**src/verilog/flm_pkg.sv**
```systemverilog
// Summary of operation
// - Read and write start bits are set-only; hardware clears them on completion.
// - Writes proceed only while write_permit is one; it clears at power-up.
// - pm_unlock_port stores nothing, reads zero, serves only the unlock sequence.
// - pm_control bit 7 reads one, bits 6..3 read zero, writes ignored.
// - Word address is pm_addr_high[2:0] over pm_addr_low; upper bits read zero.
// - Word is 14 bits: pm_data_high[5:0] over pm_data_low; bits 7..6 read zero.
// - Next instruction runs; second cycle after read start is discarded for read.
// - Flash read takes one cycle; data lands next cycle, then read bit clears.
// - Data registers hold last read until another read or software write.
// - Words in write-protected segments must never be altered.
// - Writes use aligned four-word blocks starting at low bits 00.
// - Write start at low bits not 11 only latches the word into the buffer.
// - Write start at low bits 11 erases the sixteen-word row, then programs four.
// - Two setup cycles follow write start; software places two no-operations.
// - Processor halts about 4 ms during erase and program; clocks keep running.
// - After the long write, execution resumes at the third following instruction.
// - Writes are blocked while the 64 ms power-up timer runs.
package flm_pkg;

  // Register offsets on the special function register port
  localparam logic [7:0] ADDR_CONTROL = 8'h93;
  localparam logic [7:0] ADDR_UNLOCK = 8'h94;
  localparam logic [7:0] ADDR_ADDR_LOW = 8'h95;
  localparam logic [7:0] ADDR_ADDR_HIGH = 8'h96;
  localparam logic [7:0] ADDR_DATA_LOW = 8'h97;
  localparam logic [7:0] ADDR_DATA_HIGH = 8'h98;

  // Control register fields
  localparam int CTL_RD = 0;
  localparam int CTL_WR = 1;
  localparam int CTL_PERMIT = 2;
  localparam logic [4:0] CTL_FIXED_HIGH = 5'h10;

  // Widths
  localparam int ADDR_W = 11;
  localparam int ADDR_HIGH_W = 3;
  localparam int DATA_HIGH_W = 6;
  localparam int WORD_W = 14;
  localparam int BLOCK_WORDS = 4;

  // Unlock keys and block position
  localparam logic [7:0] UNLOCK_KEY1 = 8'h55;
  localparam logic [7:0] UNLOCK_KEY2 = 8'hAA;
  localparam logic [1:0] BLOCK_LAST = 2'h3;

  // Reset values
  localparam logic [7:0] RESET_BYTE = 8'h00;

  // Instruction cycle and sequencing counts
  localparam logic [2:0] CYCLE_DIV = 3'h4;
  localparam logic [1:0] READ_DELAY = 2'h2;
  localparam logic [1:0] WR_SETUP = 2'h2;

  // Erase and program times, split of the typical 4 ms halt
  localparam int CLK_MHZ = 200;
  localparam int T_ERASE_US = 2000;
  localparam int T_PROG_US = 500;
  localparam int ERASE_CYCLES = T_ERASE_US * CLK_MHZ;
  localparam int PROG_CYCLES = T_PROG_US * CLK_MHZ;
  localparam int TIMER_W = 20;

  typedef enum logic [2:0] {
    ST_IDLE = 3'h0,
    ST_SETUP = 3'h1,
    ST_ERASE = 3'h3,
    ST_PROG = 3'h2,
    ST_DONE = 3'h6
  } flm_state_t;

  typedef struct packed {
    logic wr;
    logic rd;
    logic [7:0] addr;
    logic [7:0] wdata;
  } flm_bus_req_t;

  typedef struct packed {
    logic rd;
    logic erase;
    logic prog;
    logic [ADDR_W-1:0] addr;
    logic [WORD_W-1:0] wdata;
  } flm_flash_req_t;

endpackage

```
**src/verilog/flm_ctrl.sv**
```systemverilog
`timescale 1ns/1ps
module flm_ctrl
  import flm_pkg::*;
#(
  parameter int P_ERASE_CYCLES = ERASE_CYCLES,
  parameter int P_PROG_CYCLES = PROG_CYCLES
) (
  // Clock and reset
  input wire logic i_clk_sys,
  input wire logic i_reset,
  // Special function register port
  input wire flm_bus_req_t i_bus,
  output logic [7:0] o_rdata,
  // Flash array
  output flm_flash_req_t o_flash,
  input wire logic [WORD_W-1:0] i_flash_rdata,
  // Processor pipeline
  output logic o_cycle_en,
  output logic o_fetch_discard,
  output logic o_cpu_halt,
  // Protection
  input wire logic [3:0] i_seg_protected,
  input wire logic i_powerup_timer_run
);

  // Registers
  logic [7:0] addr_low;
  logic [ADDR_HIGH_W-1:0] addr_high;
  logic [7:0] data_low;
  logic [DATA_HIGH_W-1:0] data_high;
  logic rd_bit;
  logic wr_bit;
  logic permit;

  // Sequencing state
  logic [2:0] div_cnt;
  logic [1:0] rd_cnt;
  logic [1:0] setup_cnt;
  logic [1:0] word_idx;
  logic flash_rd;
  logic capture;
  flm_state_t state;
  flm_state_t next_state;
  logic [WORD_W-1:0] wbuf [BLOCK_WORDS];

  // Address decode
  wire hit_ctl = i_bus.addr == ADDR_CONTROL;
  wire hit_unlock = i_bus.addr == ADDR_UNLOCK;
  wire hit_alow = i_bus.addr == ADDR_ADDR_LOW;
  wire hit_ahigh = i_bus.addr == ADDR_ADDR_HIGH;
  wire hit_dlow = i_bus.addr == ADDR_DATA_LOW;
  wire hit_dhigh = i_bus.addr == ADDR_DATA_HIGH;
  wire wr_ctl = i_bus.wr & hit_ctl;
  wire wr_unlock = i_bus.wr & hit_unlock;

  // Word address and block position
  wire [ADDR_W-1:0] word_addr = {addr_high, addr_low};
  wire [1:0] block_pos = addr_low[1:0];
  wire last_word = block_pos == BLOCK_LAST;
  wire seg_locked = i_seg_protected[word_addr[ADDR_W-1:ADDR_W-2]];
  wire idle = state == ST_IDLE;

  // Instruction cycle divider
  assign o_cycle_en = div_cnt == CYCLE_DIV - 3'h1;

  always_ff @(posedge i_clk_sys or posedge i_reset) begin
    if (i_reset) begin
      div_cnt <= 3'h0;
    end else begin
      div_cnt <= o_cycle_en ? 3'h0 : div_cnt + 3'h1;
    end
  end

  // Unlock pair watcher
  logic unlock_armed;

  flm_unlock u_unlock (
    .i_clk_sys(i_clk_sys),
    .i_reset(i_reset),
    .i_key_write(wr_unlock),
    .i_clear(i_bus.wr & ~hit_unlock),
    .i_wdata(i_bus.wdata),
    .o_armed(unlock_armed)
  );

  // Start requests; a zero written to a start bit does nothing
  wire set_rd = wr_ctl & i_bus.wdata[CTL_RD] & ~rd_bit & ~wr_bit & idle;
  wire wr_allowed = permit & i_bus.wdata[CTL_PERMIT];
  wire set_wr = wr_ctl & i_bus.wdata[CTL_WR] & ~wr_bit & ~rd_bit & idle
    & wr_allowed & unlock_armed & ~i_powerup_timer_run;

  // Read timing measured in instruction cycles
  wire rd_launch = rd_bit & o_cycle_en & rd_cnt == READ_DELAY - 2'h1;
  wire rd_finish = rd_bit & o_cycle_en & rd_cnt == READ_DELAY;
  assign o_fetch_discard = rd_bit & rd_cnt == READ_DELAY;

  always_ff @(posedge i_clk_sys or posedge i_reset) begin
    if (i_reset) begin
      rd_cnt <= 2'h0;
    end else if (set_rd) begin
      rd_cnt <= 2'h0;
    end else if (rd_bit & o_cycle_en) begin
      rd_cnt <= rd_cnt + 2'h1;
    end
  end

  // Flash strobe, then capture one clock later
  always_ff @(posedge i_clk_sys or posedge i_reset) begin
    if (i_reset) begin
      flash_rd <= 1'b0;
      capture <= 1'b0;
    end else begin
      flash_rd <= rd_launch;
      capture <= flash_rd;
    end
  end

  // Control register; start bits clear only by hardware
  always_ff @(posedge i_clk_sys or posedge i_reset) begin
    if (i_reset) begin
      rd_bit <= 1'b0;
      wr_bit <= 1'b0;
      permit <= 1'b0;
    end else begin
      if (wr_ctl) begin
        permit <= i_bus.wdata[CTL_PERMIT];
      end
      if (set_rd) begin
        rd_bit <= 1'b1;
      end else if (rd_finish) begin
        rd_bit <= 1'b0;
      end
      if (set_wr) begin
        wr_bit <= 1'b1;
      end else if (state == ST_DONE) begin
        wr_bit <= 1'b0;
      end
    end
  end

  // Address registers
  always_ff @(posedge i_clk_sys or posedge i_reset) begin
    if (i_reset) begin
      addr_low <= RESET_BYTE;
      addr_high <= '0;
    end else begin
      if (i_bus.wr & hit_alow) begin
        addr_low <= i_bus.wdata;
      end
      if (i_bus.wr & hit_ahigh) begin
        addr_high <= i_bus.wdata[ADDR_HIGH_W-1:0];
      end
    end
  end

  // Data registers; a completed read overrides a same-clock write
  always_ff @(posedge i_clk_sys or posedge i_reset) begin
    if (i_reset) begin
      data_low <= RESET_BYTE;
      data_high <= '0;
    end else if (capture) begin
      data_low <= i_flash_rdata[7:0];
      data_high <= i_flash_rdata[WORD_W-1:8];
    end else begin
      if (i_bus.wr & hit_dlow) begin
        data_low <= i_bus.wdata;
      end
      if (i_bus.wr & hit_dhigh) begin
        data_high <= i_bus.wdata[DATA_HIGH_W-1:0];
      end
    end
  end

  // Word buffer; every started word is latched, including the last
  always_ff @(posedge i_clk_sys) begin
    if (set_wr) begin
      wbuf[block_pos] <= {data_high, data_low};
    end
  end

  // Erase and program timer
  wire timer_done;
  wire setup_end = state == ST_SETUP & o_cycle_en
    & setup_cnt == WR_SETUP - 2'h1;
  wire go_erase = setup_end & last_word & ~seg_locked
    & ~i_powerup_timer_run;
  wire go_prog = state == ST_ERASE & timer_done;
  wire next_word = state == ST_PROG & timer_done & word_idx != BLOCK_LAST;
  wire timer_load = go_erase | go_prog | next_word;
  wire [TIMER_W-1:0] timer_count = go_erase ? TIMER_W'(P_ERASE_CYCLES)
    : TIMER_W'(P_PROG_CYCLES);

  flm_timer u_timer (
    .i_clk_sys(i_clk_sys),
    .i_reset(i_reset),
    .i_load(timer_load),
    .i_count(timer_count),
    .o_done(timer_done)
  );

  // Write sequencer
  always_comb begin
    next_state = state;
    unique case (state)
      ST_IDLE: begin
        if (set_wr) begin
          next_state = ST_SETUP;
        end
      end
      ST_SETUP: begin
        // Two cycles let the two following no-operations run
        if (setup_end) begin
          next_state = go_erase ? ST_ERASE : ST_DONE;
        end
      end
      ST_ERASE: begin
        if (timer_done) begin
          next_state = ST_PROG;
        end
      end
      ST_PROG: begin
        if (timer_done & word_idx == BLOCK_LAST) begin
          next_state = ST_DONE;
        end
      end
      ST_DONE: begin
        next_state = ST_IDLE;
      end
      default: begin
        next_state = ST_IDLE;
      end
    endcase
  end

  always_ff @(posedge i_clk_sys or posedge i_reset) begin
    if (i_reset) begin
      state <= ST_IDLE;
    end else begin
      state <= next_state;
    end
  end

  // Setup and word counters
  always_ff @(posedge i_clk_sys or posedge i_reset) begin
    if (i_reset) begin
      setup_cnt <= 2'h0;
      word_idx <= 2'h0;
    end else begin
      if (set_wr) begin
        setup_cnt <= 2'h0;
      end else if (state == ST_SETUP & o_cycle_en) begin
        setup_cnt <= setup_cnt + 2'h1;
      end
      if (go_prog) begin
        word_idx <= 2'h0;
      end else if (next_word) begin
        word_idx <= word_idx + 2'h1;
      end
    end
  end

  // Halt stops fetch only; the divider keeps running
  assign o_cpu_halt = state == ST_ERASE | state == ST_PROG;

  // Flash request; the row erase uses the row address, low bits ignored
  wire [ADDR_W-1:0] prog_addr = {word_addr[ADDR_W-1:2], word_idx};

  always_ff @(posedge i_clk_sys or posedge i_reset) begin
    if (i_reset) begin
      o_flash <= '0;
    end else begin
      o_flash.rd <= rd_launch;
      o_flash.erase <= next_state == ST_ERASE;
      o_flash.prog <= next_state == ST_PROG;
      if (rd_launch) begin
        o_flash.addr <= word_addr;
      end else if (next_state == ST_ERASE) begin
        o_flash.addr <= {word_addr[ADDR_W-1:4], 4'h0};
      end else if (next_state == ST_PROG) begin
        o_flash.addr <= go_prog ? {word_addr[ADDR_W-1:2], 2'h0}
          : (next_word ? prog_addr + ADDR_W'(1) : prog_addr);
      end
      if (go_prog) begin
        o_flash.wdata <= wbuf[0];
      end else if (next_word) begin
        o_flash.wdata <= wbuf[word_idx + 2'h1];
      end
    end
  end

  // Read mux; unmapped and the unlock port read zero
  always_comb begin
    o_rdata = 8'h00;
    if (i_bus.rd) begin
      if (hit_ctl) begin
        o_rdata = {CTL_FIXED_HIGH, permit, wr_bit, rd_bit};
      end else if (hit_alow) begin
        o_rdata = addr_low;
      end else if (hit_ahigh) begin
        o_rdata = {5'h00, addr_high};
      end else if (hit_dlow) begin
        o_rdata = data_low;
      end else if (hit_dhigh) begin
        o_rdata = {2'h0, data_high};
      end
    end
  end

endmodule

```
**src/verilog/flm_unlock.sv**
```systemverilog
`timescale 1ns/1ps
module flm_unlock
  import flm_pkg::*;
(
  // Clock and reset
  input wire logic i_clk_sys,
  input wire logic i_reset,
  // Bus events
  input wire logic i_key_write,
  input wire logic i_clear,
  input wire logic [7:0] i_wdata,
  // Status
  output logic o_armed
);

  logic [1:0] step;
  logic [1:0] next_step;

  // Any write between the keys and the start breaks the pair
  always_comb begin
    next_step = step;
    if (i_key_write) begin
      if (i_wdata == UNLOCK_KEY1) begin
        next_step = 2'h1;
      end else if (i_wdata == UNLOCK_KEY2 && step == 2'h1) begin
        next_step = 2'h2;
      end else begin
        next_step = 2'h0;
      end
    end else if (i_clear) begin
      next_step = 2'h0;
    end
  end

  always_ff @(posedge i_clk_sys or posedge i_reset) begin
    if (i_reset) begin
      step <= 2'h0;
    end else begin
      step <= next_step;
    end
  end

  assign o_armed = (step == 2'h2);

endmodule

```
**src/verilog/flm_timer.sv**
```systemverilog
`timescale 1ns/1ps
module flm_timer
  import flm_pkg::*;
(
  // Clock and reset
  input wire logic i_clk_sys,
  input wire logic i_reset,
  // Control
  input wire logic i_load,
  input wire logic [TIMER_W-1:0] i_count,
  // Expiry pulse
  output logic o_done
);

  logic [TIMER_W-1:0] count;
  logic running;

  // Counts down a loaded interval, one pulse at the end
  always_ff @(posedge i_clk_sys or posedge i_reset) begin
    if (i_reset) begin
      count <= '0;
      running <= 1'b0;
      o_done <= 1'b0;
    end else begin
      o_done <= running && count == TIMER_W'(1);
      if (i_load) begin
        count <= i_count;
        running <= 1'b1;
      end else if (running) begin
        count <= count - TIMER_W'(1);
        running <= count != TIMER_W'(1);
      end
    end
  end

endmodule

```
**config.mk**
```make
export PLATFORM = sky130hd
export DESIGN_NAME = flm_ctrl
export DESIGN_NICKNAME = d
export VERILOG_FILES = /design/src/verilog/flm_pkg.sv /design/src/verilog/flm_ctrl.sv /design/src/verilog/flm_unlock.sv /design/src/verilog/flm_timer.sv
export SDC_FILE = /design/constraint.sdc
export NUM_CORES = 1
export LEC_CHECK = 0
export ABC_AREA = 0
export BUFFER_PORTS_ARGS = -buffer_cell sky130_fd_sc_hd__buf_2
export CORE_ASPECT_RATIO = 0.8
export CORE_MARGIN = 2
export CORE_UTILIZATION = 53
export CTS_BUF_LIST = sky130_fd_sc_hd__clkbuf_8 sky130_fd_sc_hd__clkbuf_16
export DETAILED_ROUTE_END_ITERATION = 16
export PLACE_DENSITY_LB_ADDON = 0.3
export RECOVER_POWER = 50
export SYNTH_ARGS = -nofsm -noshare
export SYNTH_HDL_FRONTEND = slang
export SYNTH_SLANG_ARGS = --single-unit
export TNS_END_PERCENT = 5
```
**constraint.sdc**
```tcl
create_clock -name i_clk_sys -period 3 [get_ports i_clk_sys]
set_clock_uncertainty 0.2 [all_clocks]
set_input_delay 0.6 -clock i_clk_sys [delete_from_list [all_inputs] [get_ports i_clk_sys]]
set_output_delay 0.6 -clock i_clk_sys [all_outputs]
set_load 0.02 [all_outputs]
```
==> results of run 1 <==
metal layers:
layer  vias up  wire length (um)  track usage
li1       2118                 -            -
met1      2298              6940        0.358
met2       188              7280        0.372
met3        21              1070       0.0640
met4         0               269       0.0714
met5         -                 0            0
layout make-up:
type / instances / area share
tap: 171 / 0.0267
clock inverter: 15 / 0.0263
inverter: 22 / 0.0105
clock buffer: 17 / 0.0532
timing repair buffer: 98 / 0.0683
multi-input combinational: 329 / 0.314
sequential: 149 / 0.501
power breakdown:
| part | total [W] | switching [W] | leakage, nW | internal, W |
|---|---|---|---|---|
| combinational | 0.000247 | 0.000143 | 1.51 | 0.000104 |
| sequential | 0.00223 | 0.0000626 | 1.73 | 0.00217 |
| clock | 0.00228 | 0.000818 | 0.311 | 0.00147 |
Yosys cell counts (all sizes together), types with 12 or more instances:
master	n	area, um^2
a21oi	15	75.1
buf	12	67.6
dfrtp	93	2330
edfxtp	56	1680
inv	22	82.6
mux2	17	210
mux2i	20	200
mux4	15	338
nand2	45	169
nor2	32	120
nor3	12	70.1
o21ai	33	169
xor2	12	105
kinds of logic after synthesis:
logic type | Yosys count
multiplexers | 52
buffers and inverters | 45
AO/OA/AOI/OAI | 83
AND/OR/NAND/NOR | 164
flip-flops | 149
XOR/XNOR | 23
adder cells (fa/ha/maj) | 7
path summary, 6_finish.rpt:
path | from | to
min in group asynchronous | i_reset | setup_cnt[1]
worst min register to register | div_cnt[0] | div_cnt[0]
worst max-delay path | i_bus[14] | o_rdata[0]
worst max register to register | addr_high[1] | u_timer.count[14]
max in group asynchronous | i_reset | u_timer.count[2]
worst min-delay path | i_flash_rdata[8] | data_high[0]
state kept, by name, summed over array words and instances, names as in the netlist:
signal / count
u_unlock.step: 2
data_high: 6
div_cnt: 3
data_low: 8
addr_high: 3
u_timer.running: 1
setup_cnt: 2
o_flash: 28
rd_bit: 1
rd_cnt: 2
word_idx: 2
state: 3
wbuf: 56
permit: 1
addr_low: 8
wr_bit: 1
u_timer.o_done: 1
u_timer.count: 20
capture: 1
timing repair:
action	CTS	global route
resized for setup	0	1
hold buffers	1	0
endpoints found under the setup margin	0	1
hold endpoints to repair	2	0
per-stage QoR:
step	util	TNS, ns	setup slack [ns]	total power, W	hold slack (ns)
2_1_floorplan	-	-1.72	-0.0604	0.00241	0.155
3_3_place_gp	0.604	0	0.189	0.00251	0.221
3_5_place_dp	0.604	0	0.134	0.00252	0.237
4_1_cts	0.656	0	0.161	0.00479	0.176
5_1_grt	0.653	0	0.0119	0.00492	0.196
6_report	0.653	0	0.169	0.00476	0.187
critical path, delay by kind of cell:
family,cells,cell delay [ns]
simple gates,3,0.66
compound gates,2,0.28
buf+inv,3,0.49
==> impl_metrics.csv, run 1 <==
group,metric,value,unit
status,outcome,"finished, violations left",
status,violations,"max-capacitance violations, max-slew violations",
global_route,grt_pass1_wl,25.2,mm
synthesis,async_reset_ff_frac,0.624,
synthesis,synth_cell_types,59,
synthesis,ys_seq_area_frac,0.598,
setup_path,arrival,2.03,ns
min_path,hp-class,"in -> reg",
clocking,htree_levels,4,
global_route,gr-total-overflow,0,
placement,port_buffers,77,
layout,diodes,0,
timing,slew_headroom,-0.00881,
synthesis,muxShareOfSynthArea,0.112,
setup_path,path_cells,"buf_2 > nand4bb_1 > clkbuf_1 > nor2_1 > nand4_1 > o31ai_1 > a22o_1 > buf_2",
flow_run,cap_viol_max_count,1,
placement,routabilityCongestion,0.907,
synthesis,syn_avg_cell_area,12.8,um^2
layout,ff_latch_area,4010,um^2
synthesis,synth-edff-count,56,
route,vias_per_cell,5.77,
setup_path,worstSetupEndpointType,"output port",
setup_path,cpPeakStageDelay,0.32,ns
timing,period_share,0.944,
timing,tightest_slew,1.51,ns
timing,drv_slew,30,
clocking,clock_sinks,149,
synthesis,synth-compound-area-share,0.0842,
clocking,clk_latency,0.42,ns
power,p_per_area,595,nW/um^2
clocking,cts_tree,"built",
layout,final_cell_mix,"dfrtp_1 (93), buf_2 (71), edfxtp_1 (56)",
setup_path,slowest_stage,"nor2_1",
die,die_area,13600,um^2
route,via_count,4625,
synthesis,synthCells,523,
synthesis,synth_xor_area_frac,0.0300,
die,fp.dieW,130,um
layout,final_common_cell,"dfrtp_1",
route,routed_wl,15.6,mm
setup_path,setup.worst_path.class,"in -> out",
min_path,min_path_cells,3,
synthesis,synth_seq_cells,149,
synthesis,yosys.area_share.simple,0.135,
placement,placed_area,7400,um^2
placement,place_hpwl,10.9,mm
timing,finalHoldViolCount,0,
route,dr.pass1.iters,7,
power,vdd_drop_max,0.000473,V
global_route,grt_max_degree,32,
clocking,clk_path_buf_depth,2,
global_route,first_global_vias,4726,
synthesis,synth_area,6710,um^2
setup_path,path_max_fanout,8,
route,route.detailed.drc,0,
clocking,numCtsBuffers,17,
setup_path,r2r_setup_slack,0.45,ns
power,leakage,3.55,nW
die,std_cell_rows,36,
setup_path,required,2.20,ns
clocking,clk_pin_slew,0.06,ns
route,routedWlPerCell,19.4,um
die,die_y,105,um
timing,fmax,353,MHz
setup_path,startpoint_type,"input pin",
clocking,postCtsSetupBuffers,0,
timing,rsz0062_at_grt,"false",
global_route,antenna_found_initial,0,
route,drt_iter0_markers,427,
global_route,grt_usage,0.248,
layout,drive_gt1_frac,0.260,
setup_path,worst-r2r-cell-count,5,
route,antenna_left,0,
layout,finish.instance_area,8000,um^2
synthesis,synth_warnings,0,
layout,finalNonFillerCells,801,
placement,dp_cells,768,
layout,area_growth,19.3,%
layout,nNetsFinal,663,
setup_path,crit_top_cell,"buf_2",
timing,finalSetupViolCount,0,
synthesis,synth-adder-area-share,0.0131,
synthesis,synth_nets,569,
clocking,root_buffer,"clkbuf_16",
layout,multi_input_area,2510,um^2
synthesis,synth_top_family_by_area,"simple AND/OR/NAND/NOR gates",
die,start_util,0.547,
synthesis,ys.flop_type,"dfrtp_1",
die,core,12300,um^2
die,boundaryPins,78,
layout,fill_cells,943,
timing,period_minus_slack,2.83,ns
Note: power is estimated with default switching activity, not from simulation.
==> run 2: changes to the inputs <==
--- a/config.mk
+++ b/config.mk
@@ -10,11 +10,12 @@
 export CORE_ASPECT_RATIO = 0.8
 export CORE_MARGIN = 2
 export CORE_UTILIZATION = 53
-export CTS_BUF_LIST = sky130_fd_sc_hd__clkbuf_8 sky130_fd_sc_hd__clkbuf_16
+export CTS_BUF_LIST = sky130_fd_sc_hd__clkbuf_16
 export DETAILED_ROUTE_END_ITERATION = 16
 export PLACE_DENSITY_LB_ADDON = 0.3
 export RECOVER_POWER = 50
 export SYNTH_ARGS = -nofsm -noshare
 export SYNTH_HDL_FRONTEND = slang
+export SYNTH_HIERARCHICAL = 1
 export SYNTH_SLANG_ARGS = --single-unit
 export TNS_END_PERCENT = 5
==> constraint.sdc (replaced) <==
create_clock -name i_clk_sys -period 3 [get_ports i_clk_sys]
set_clock_uncertainty 0.2 [all_clocks]
set_input_delay 0.45 -clock i_clk_sys [delete_from_list [all_inputs] [get_ports i_clk_sys]]
set_output_delay 0.45 -clock i_clk_sys [all_outputs]
set_load 0.02 [all_outputs]
==> impl_metrics.csv, run 2 <==
group,metric,value,unit
setup_path,startpoint_type,"flop",
route,antenna_left,0,
timing,finalSetupViolCount,0,
placement,place_hpwl,11.2,mm
layout,diodes,0,
synthesis,ys_top_cells_by_area,"dfrtp_1 (34%), edfxtp_1 (24%), mux4_2 (4.9%)",
synthesis,synth_cell_types,71,
route,via_count,4930,
timing,finalHoldViolCount,0,
synthesis,synth_seq_cells,149,
route,route.detailed.drc,0,
placement,dp_cells,813,
power,p_sw_frac,0.244,
clocking,root_buffer,"clkbuf_16",
clocking,clk_latency,0.42,ns
route,routedWlPerCell,18.7,um
power,power.switching,0.00112,W
clocking,htree_levels,4,
synthesis,ys_seq_area_frac,0.578,
setup_path,arrival,2.74,ns
power,p_clk_frac,0.433,
setup_path,worstSetupEndpointType,"flop",
timing,setup_ws,0.404,ns
setup_path,setup.worst_path.class,"reg -> reg",
global_route,first_global_vias,5049,
die,boundaryPins,78,
layout,area_growth,17.7,%
synthesis,synth.top_cells.by_count,"dfrtp_1 (93), nand2_1 (62), edfxtp_1 (56)",
setup_path,startpoint,"u_timer/count[2]",
synthesis,async_reset_ff_frac,0.624,
setup_path,required,3.14,ns
layout,largest_reg_flops,56,
global_route,grt_max_degree,43,
synthesis,synth_warnings,6,
die,fp.dieW,132,um
global_route,grt_usage,0.241,
setup_path,r2r_start,"u_timer/count[2]",
min_path,hp-class,"in -> reg",
placement,port_buffers,77,
layout,final_cell_mix,"dfrtp_1 (93), nand2_1 (62), edfxtp_1 (56)",
setup_path,worst-r2r-cell-count,4,
placement,routabilityCongestion,0.959,
die,die_y,106,um
setup_path,path_max_fanout,7,
status,outcome,"completed",
layout,final_common_cell,"dfrtp_1",
synthesis,syn_avg_cell_area,12.3,um^2
global_route,gr-total-overflow,0,
timing,period_share,0.865,
clocking,numCtsBuffers,17,
layout,largestRegisters,"wbuf x56, o_flash x28, u_timer/count x20",
power,p_per_area,563,nW/um^2
synthesis,synth_top_area_share,0.336,
route,drt_iter0_markers,486,
timing,fmax,385,MHz
timing,period_minus_slack,2.60,ns
synthesis,ys.flop_type,"dfrtp_1",
setup_path,reg2reg_to,"u_timer/count[17]",
power,leakage,3.43,nW
die,std_cell_rows,37,
synthesis,synth.most_common_cell,"dfrtp_1",
clocking,cts_resized,0,
timing,slew_headroom,0.296,
layout,nNetsFinal,704,
clocking,clock_sinks,149,
global_route,antenna_found_initial,0,
synthesis,synth_area,6930,um^2
layout,fill_cells,995,
die,start_util,0.541,
layout,finalNonFillerCells,846,
timing,drv_slew,0,
power,internal-power,0.00347,W
die,core,12800,um^2
power,power_frac_seq,0.502,
clocking,clk_pin_slew,0.06,ns
route,routed_wl,15.8,mm
global_route,grt_pass1_wl,25.9,mm
setup_path,r2r_setup_slack,0.40,ns
layout,drive_gt1_frac,0.198,
timing,tightest_slew,1.05,ns
layout,regMostFlops,"wbuf",
route,vias_per_cell,5.83,
placement,dp_slack,0.158,ns
timing,whs,0.0412,ns
flow_run,cap_viol_max_count,0,
setup_path,endpoint,"u_timer/count[17]",
clocking,clk_path_buf_depth,2,
die,die_area,14000,um^2
timing,rsz0062_at_grt,"false",
clocking,cts_tree,"built",
layout,post-route-util,0.636,
synthesis,synth-edff-count,56,
power,combPwrFrac,0.066,
synthesis,synth_area_leader_cell,"dfrtp_1",
power,vdd_drop_max,0.000431,V
synthesis,synthCells,562,
route,dr.pass1.iters,8,
## run 2: cell types whose count changed after synthesis, sizes merged, moves of 6 or more
| cell | delta |
|---|---|
| xor2 | -8 |
| or4 | +7 |
| nor4 | +10 |
| nand2 | +17 |
| a222oi | +6 |
| a31oi | +6 |
| inv | +10 |
| a21oi | -8 |
## run 2: final cells by class
cell class / instances / area (um^2) / area share
Sequential cell: 149 / 4010 / 0.491
Multi-Input combinational cell: 363 / 2730 / 0.335
Tap cell: 175 / 219 / 0.0268
Inverter: 32 / 120 / 0.0147
Clock inverter: 15 / 130 / 0.0159
Clock buffer: 17 / 425 / 0.0521
Timing Repair Buffer: 95 / 524 / 0.0642
## run 2: how the worst min path moves through the flow
stage                          start               end  slack, ns  cells past startpoint
floorplan                    i_reset  u_unlock/step[0]     -0.009                      1
detailed placement           i_reset  u_unlock/step[0]       0.17                      2
CTS                 i_flash_rdata[2]       data_low[2]       0.03                      3
global placement             i_reset  u_unlock/step[1]       0.17                      2
global route        i_flash_rdata[9]      data_high[1]       0.05                      3
finish              i_flash_rdata[2]       data_low[2]       0.04                      3
## run 2: critical path: stages (launching register included)
cell     delay [ns]
dfrtp_1        0.42
or4_1          0.55
or4_1          0.67
or4_1          0.51
a31oi_1        0.17
## run 2: timing repair
item,CTS,global route
setup endpoints to repair,0,0
hold buffers,1,0
hold endpoints to repair,29,0
buffers inserted,0,0
## run 2: metrics by stage
step | setup TNS [ns] | total power, W | cell area (um^2)
2_1_floorplan | -8.01 | 0.00252 | 6980
3_3_place_gp | 0 | 0.00263 | 7650
3_5_place_dp | 0 | 0.00265 | 7650
4_1_cts | 0 | 0.00463 | 8210
5_1_grt | 0 | 0.00477 | 8160
6_report | 0 | 0.00459 | 8160
## run 2: power by group through the flow
stage / sequential, W / clock [W] / combinational [W]
floorplan: 0.00231 / 0 / 0.000214
global placement: 0.00234 / 0 / 0.000290
detailed placement: 0.00234 / 0 / 0.000303
CTS: 0.00231 / 0.00202 / 0.000306
global route: 0.00232 / 0.00211 / 0.000341
finish: 0.00231 / 0.00199 / 0.000301
## run 2: per-layer routing
layer  vias up  GRT usage  part of all wire
met4         0     0.0924             0.024
met2       228      0.381              0.47
li1       2284          -                 -
met5         -          0                 0
met1      2386      0.326              0.44
met3        32     0.0591             0.074
## run 2: logic make-up after synthesis
group / Yosys count / synth area share
adder cells (fa/ha/maj): 7 / 0.0126
XOR/XNOR: 17 / 0.0215
flip-flops: 149 / 0.578
other: 2 / 0.00108
AND/OR/NAND/NOR: 184 / 0.150
multiplexers: 49 / 0.101
buffers and inverters: 60 / 0.0356
AO/OA/AOI/OAI: 94 / 0.0998
==> run 3: changes to the inputs <==
--- a/config.mk
+++ b/config.mk
@@ -9,7 +9,7 @@
 export BUFFER_PORTS_ARGS = -buffer_cell sky130_fd_sc_hd__buf_2
 export CORE_ASPECT_RATIO = 0.8
 export CORE_MARGIN = 2
-export CORE_UTILIZATION = 53
+export CORE_UTILIZATION = 59
 export CTS_BUF_LIST = sky130_fd_sc_hd__clkbuf_16
 export DETAILED_ROUTE_END_ITERATION = 16
 export PLACE_DENSITY_LB_ADDON = 0.3
==> constraint.sdc (replaced) <==
create_clock -name i_clk_sys -period 2.45 [get_ports i_clk_sys]
set_clock_uncertainty 0.2 [all_clocks]
set_input_delay 0.3675 -clock i_clk_sys [delete_from_list [all_inputs] [get_ports i_clk_sys]]
set_output_delay 0.3675 -clock i_clk_sys [all_outputs]
set_load 0.02 [all_outputs]
==> impl_metrics.csv, run 3 (synthesized netlist as in run 2, its figures left out) <==
group,metric,value,unit
status,outcome,"completed",
global_route,antenna_found_initial,0,
flow_run,cap_viol_max_count,0,
layout,largest_reg_flops,56,
timing,tightest_slew,1.13,ns
timing,slew_headroom,0.246,
timing,period_minus_slack,2.44,ns
min_path,hp-class,"in -> reg",
route,dr_wl_met2,8.96,mm
timing,drv_slew,0,
clocking,clk_latency,0.42,ns
global_route,grt_usage,0.300,
layout,nNetsFinal,761,
die,std_cell_rows,35,
layout,multi_input_area,2790,um^2
route,drt_iter0_markers,525,
die,core,11500,um^2
power,p_per_area,671,nW/um^2
route,drt-met1-wl,7.31,mm
power,leakage,3.72,nW
route,route.detailed.drc,0,
layout,ff_latch_area,4010,um^2
clocking,clk_path_buf_depth,2,
clocking,htree_levels,4,
placement,port_buffers,77,
timing,finalSetupViolCount,0,
timing,fmax,411,MHz
layout,diodes,0,
setup_path,crit_top_cell,"or4_4",
min_path,min_path_cells,2,
placement,dp_slack,-0.0790,ns
setup_path,path_max_fanout,5,
clocking,clock_sinks,149,
route,dr.pass1.iters,6,
timing,period_share,0.994,
die,die_area,12600,um^2
layout,area_growth,25.2,%
setup_path,worst-r2r-cell-count,4,
timing,setup_ws,0.0141,ns
timing,setup_tns,0,ns
route,routed_wl,18.1,mm
power,vdd_drop_max,0.000519,V
timing,finalHoldViolCount,0,
setup_path,required,2.60,ns
power,p_total,0.00582,W
layout,fill_cells,716,
setup_path,worstSetupEndpointType,"flop",
setup_path,setup.worst_path.class,"reg -> reg",
global_route,gr-total-overflow,0,
layout,final_common_cell,"dfrtp_1",
placement,place_hpwl,11.8,mm
clocking,clk_pin_slew,0.06,ns
setup_path,cpPeakStageDelay,0.57,ns
placement,routabilityCongestion,0.932,
route,routedWlPerCell,20.7,um
placement,dp_cells,824,
setup_path,slowest_stage,"or4_4",
global_route,grt_pass1_wl,28.8,mm
die,fp.dieW,125,um
route,via_count,5431,
die,die_y,101,um
clocking,root_buffer,"clkbuf_16",
setup_path,arrival,2.58,ns
route,antenna_left,0,
route,top_layer_used,"met4",
global_route,first_global_vias,5238,
setup_path,path_cells,"or4_4 > or4_4 > or4_1 > a31oi_1",
die,start_util,0.604,
layout,regMostFlops,"wbuf",
layout,finalNonFillerCells,876,
layout,drive_gt1_frac,0.253,
clocking,numCtsBuffers,17,
layout,largestRegisters,"wbuf x56, o_flash x28, u_timer/count x20",
route,vias_per_cell,6.20,
timing,rsz0062_at_grt,"true",
setup_path,startpoint_type,"flop",
die,boundaryPins,78,
layout,final_cell_mix,"dfrtp_1 (89), nand2_1 (61), edfxtp_1 (56)",
route,wl_met3,1.55,mm
clocking,cts_tree,"built",
global_route,grt_max_degree,29,
-- run 3: cell count changes in the layout (fill, tap and decap cells not counted), moves of 3 or more --
cell,before,now
dfrtp_2,0,4
or4_4,0,3
inv_1,31,34
dfrtp_1,93,89
dlygate4sd3_1,1,15
buf_4,13,50
or4_1,8,5
-- run 3: worst max-delay path, delay by kind of cell (launching register included) --
kind	cells	cell delay, ns
flops	1	0.37
compound gates	1	0.18
simple gates	3	1.62
-- run 3: worst paths after layout --
path,startpoint,end,slack (ns)
setup / recovery,u_timer/count[2],u_timer/count[17],0.01
min in group asynchronous,i_reset,u_unlock/step[1],0.29
max in group asynchronous,i_reset,word_idx[0],0.34
setup reg to reg,u_timer/count[2],u_timer/count[17],0.01
hold / removal,i_bus[7],addr_low[7],0.02
hold reg to reg,div_cnt[0],div_cnt[0],0.23
-- run 3: what timing repair did --
item	in CTS	in global routing
endpoints found under the setup margin	31	69
gates resized for setup	3	12
hold endpoints to repair	40	0
gates cloned	0	1
setup buffers	2	2
hold buffers	15	0
pin swaps	3	7
-- run 3: through the flow --
stage / utilization / cell area, um^2 / hold slack [ns]
after floorplan: - / 7020 / -0.0913
after global placement: 0.691 / 7930 / 0.0832
after detailed placement: 0.691 / 7930 / 0.0829
after CTS: 0.755 / 8660 / 0.00503
after global routing: 0.757 / 8680 / 0.0288
final: 0.757 / 8680 / 0.0220
-- run 3: final cells by class --
type	instances	share of cell area
inverters	32	0.0138
flip-flops and latches	149	0.462
well taps	148	0.0213
clock buffers	17	0.0490
clock inverters	15	0.0160
multi-input cells	363	0.321
repair buffers	152	0.117
-- run 3: per-layer routing --
layer / GRT usage / up-vias
met5: 0 / -
met4: 0.0795 / 0
met3: 0.0669 / 40
met2: 0.505 / 316
met1: 0.402 / 2688
li1: - / 2387
-- run 3: power breakdown --
| group | internal [W] | switching, W | leakage [nW] |
|---|---|---|---|
| clock | 0.00148 | 0.00103 | 0.282 |
| combinational | 0.000236 | 0.000264 | 1.70 |
| sequential | 0.00269 | 0.000111 | 1.73 |
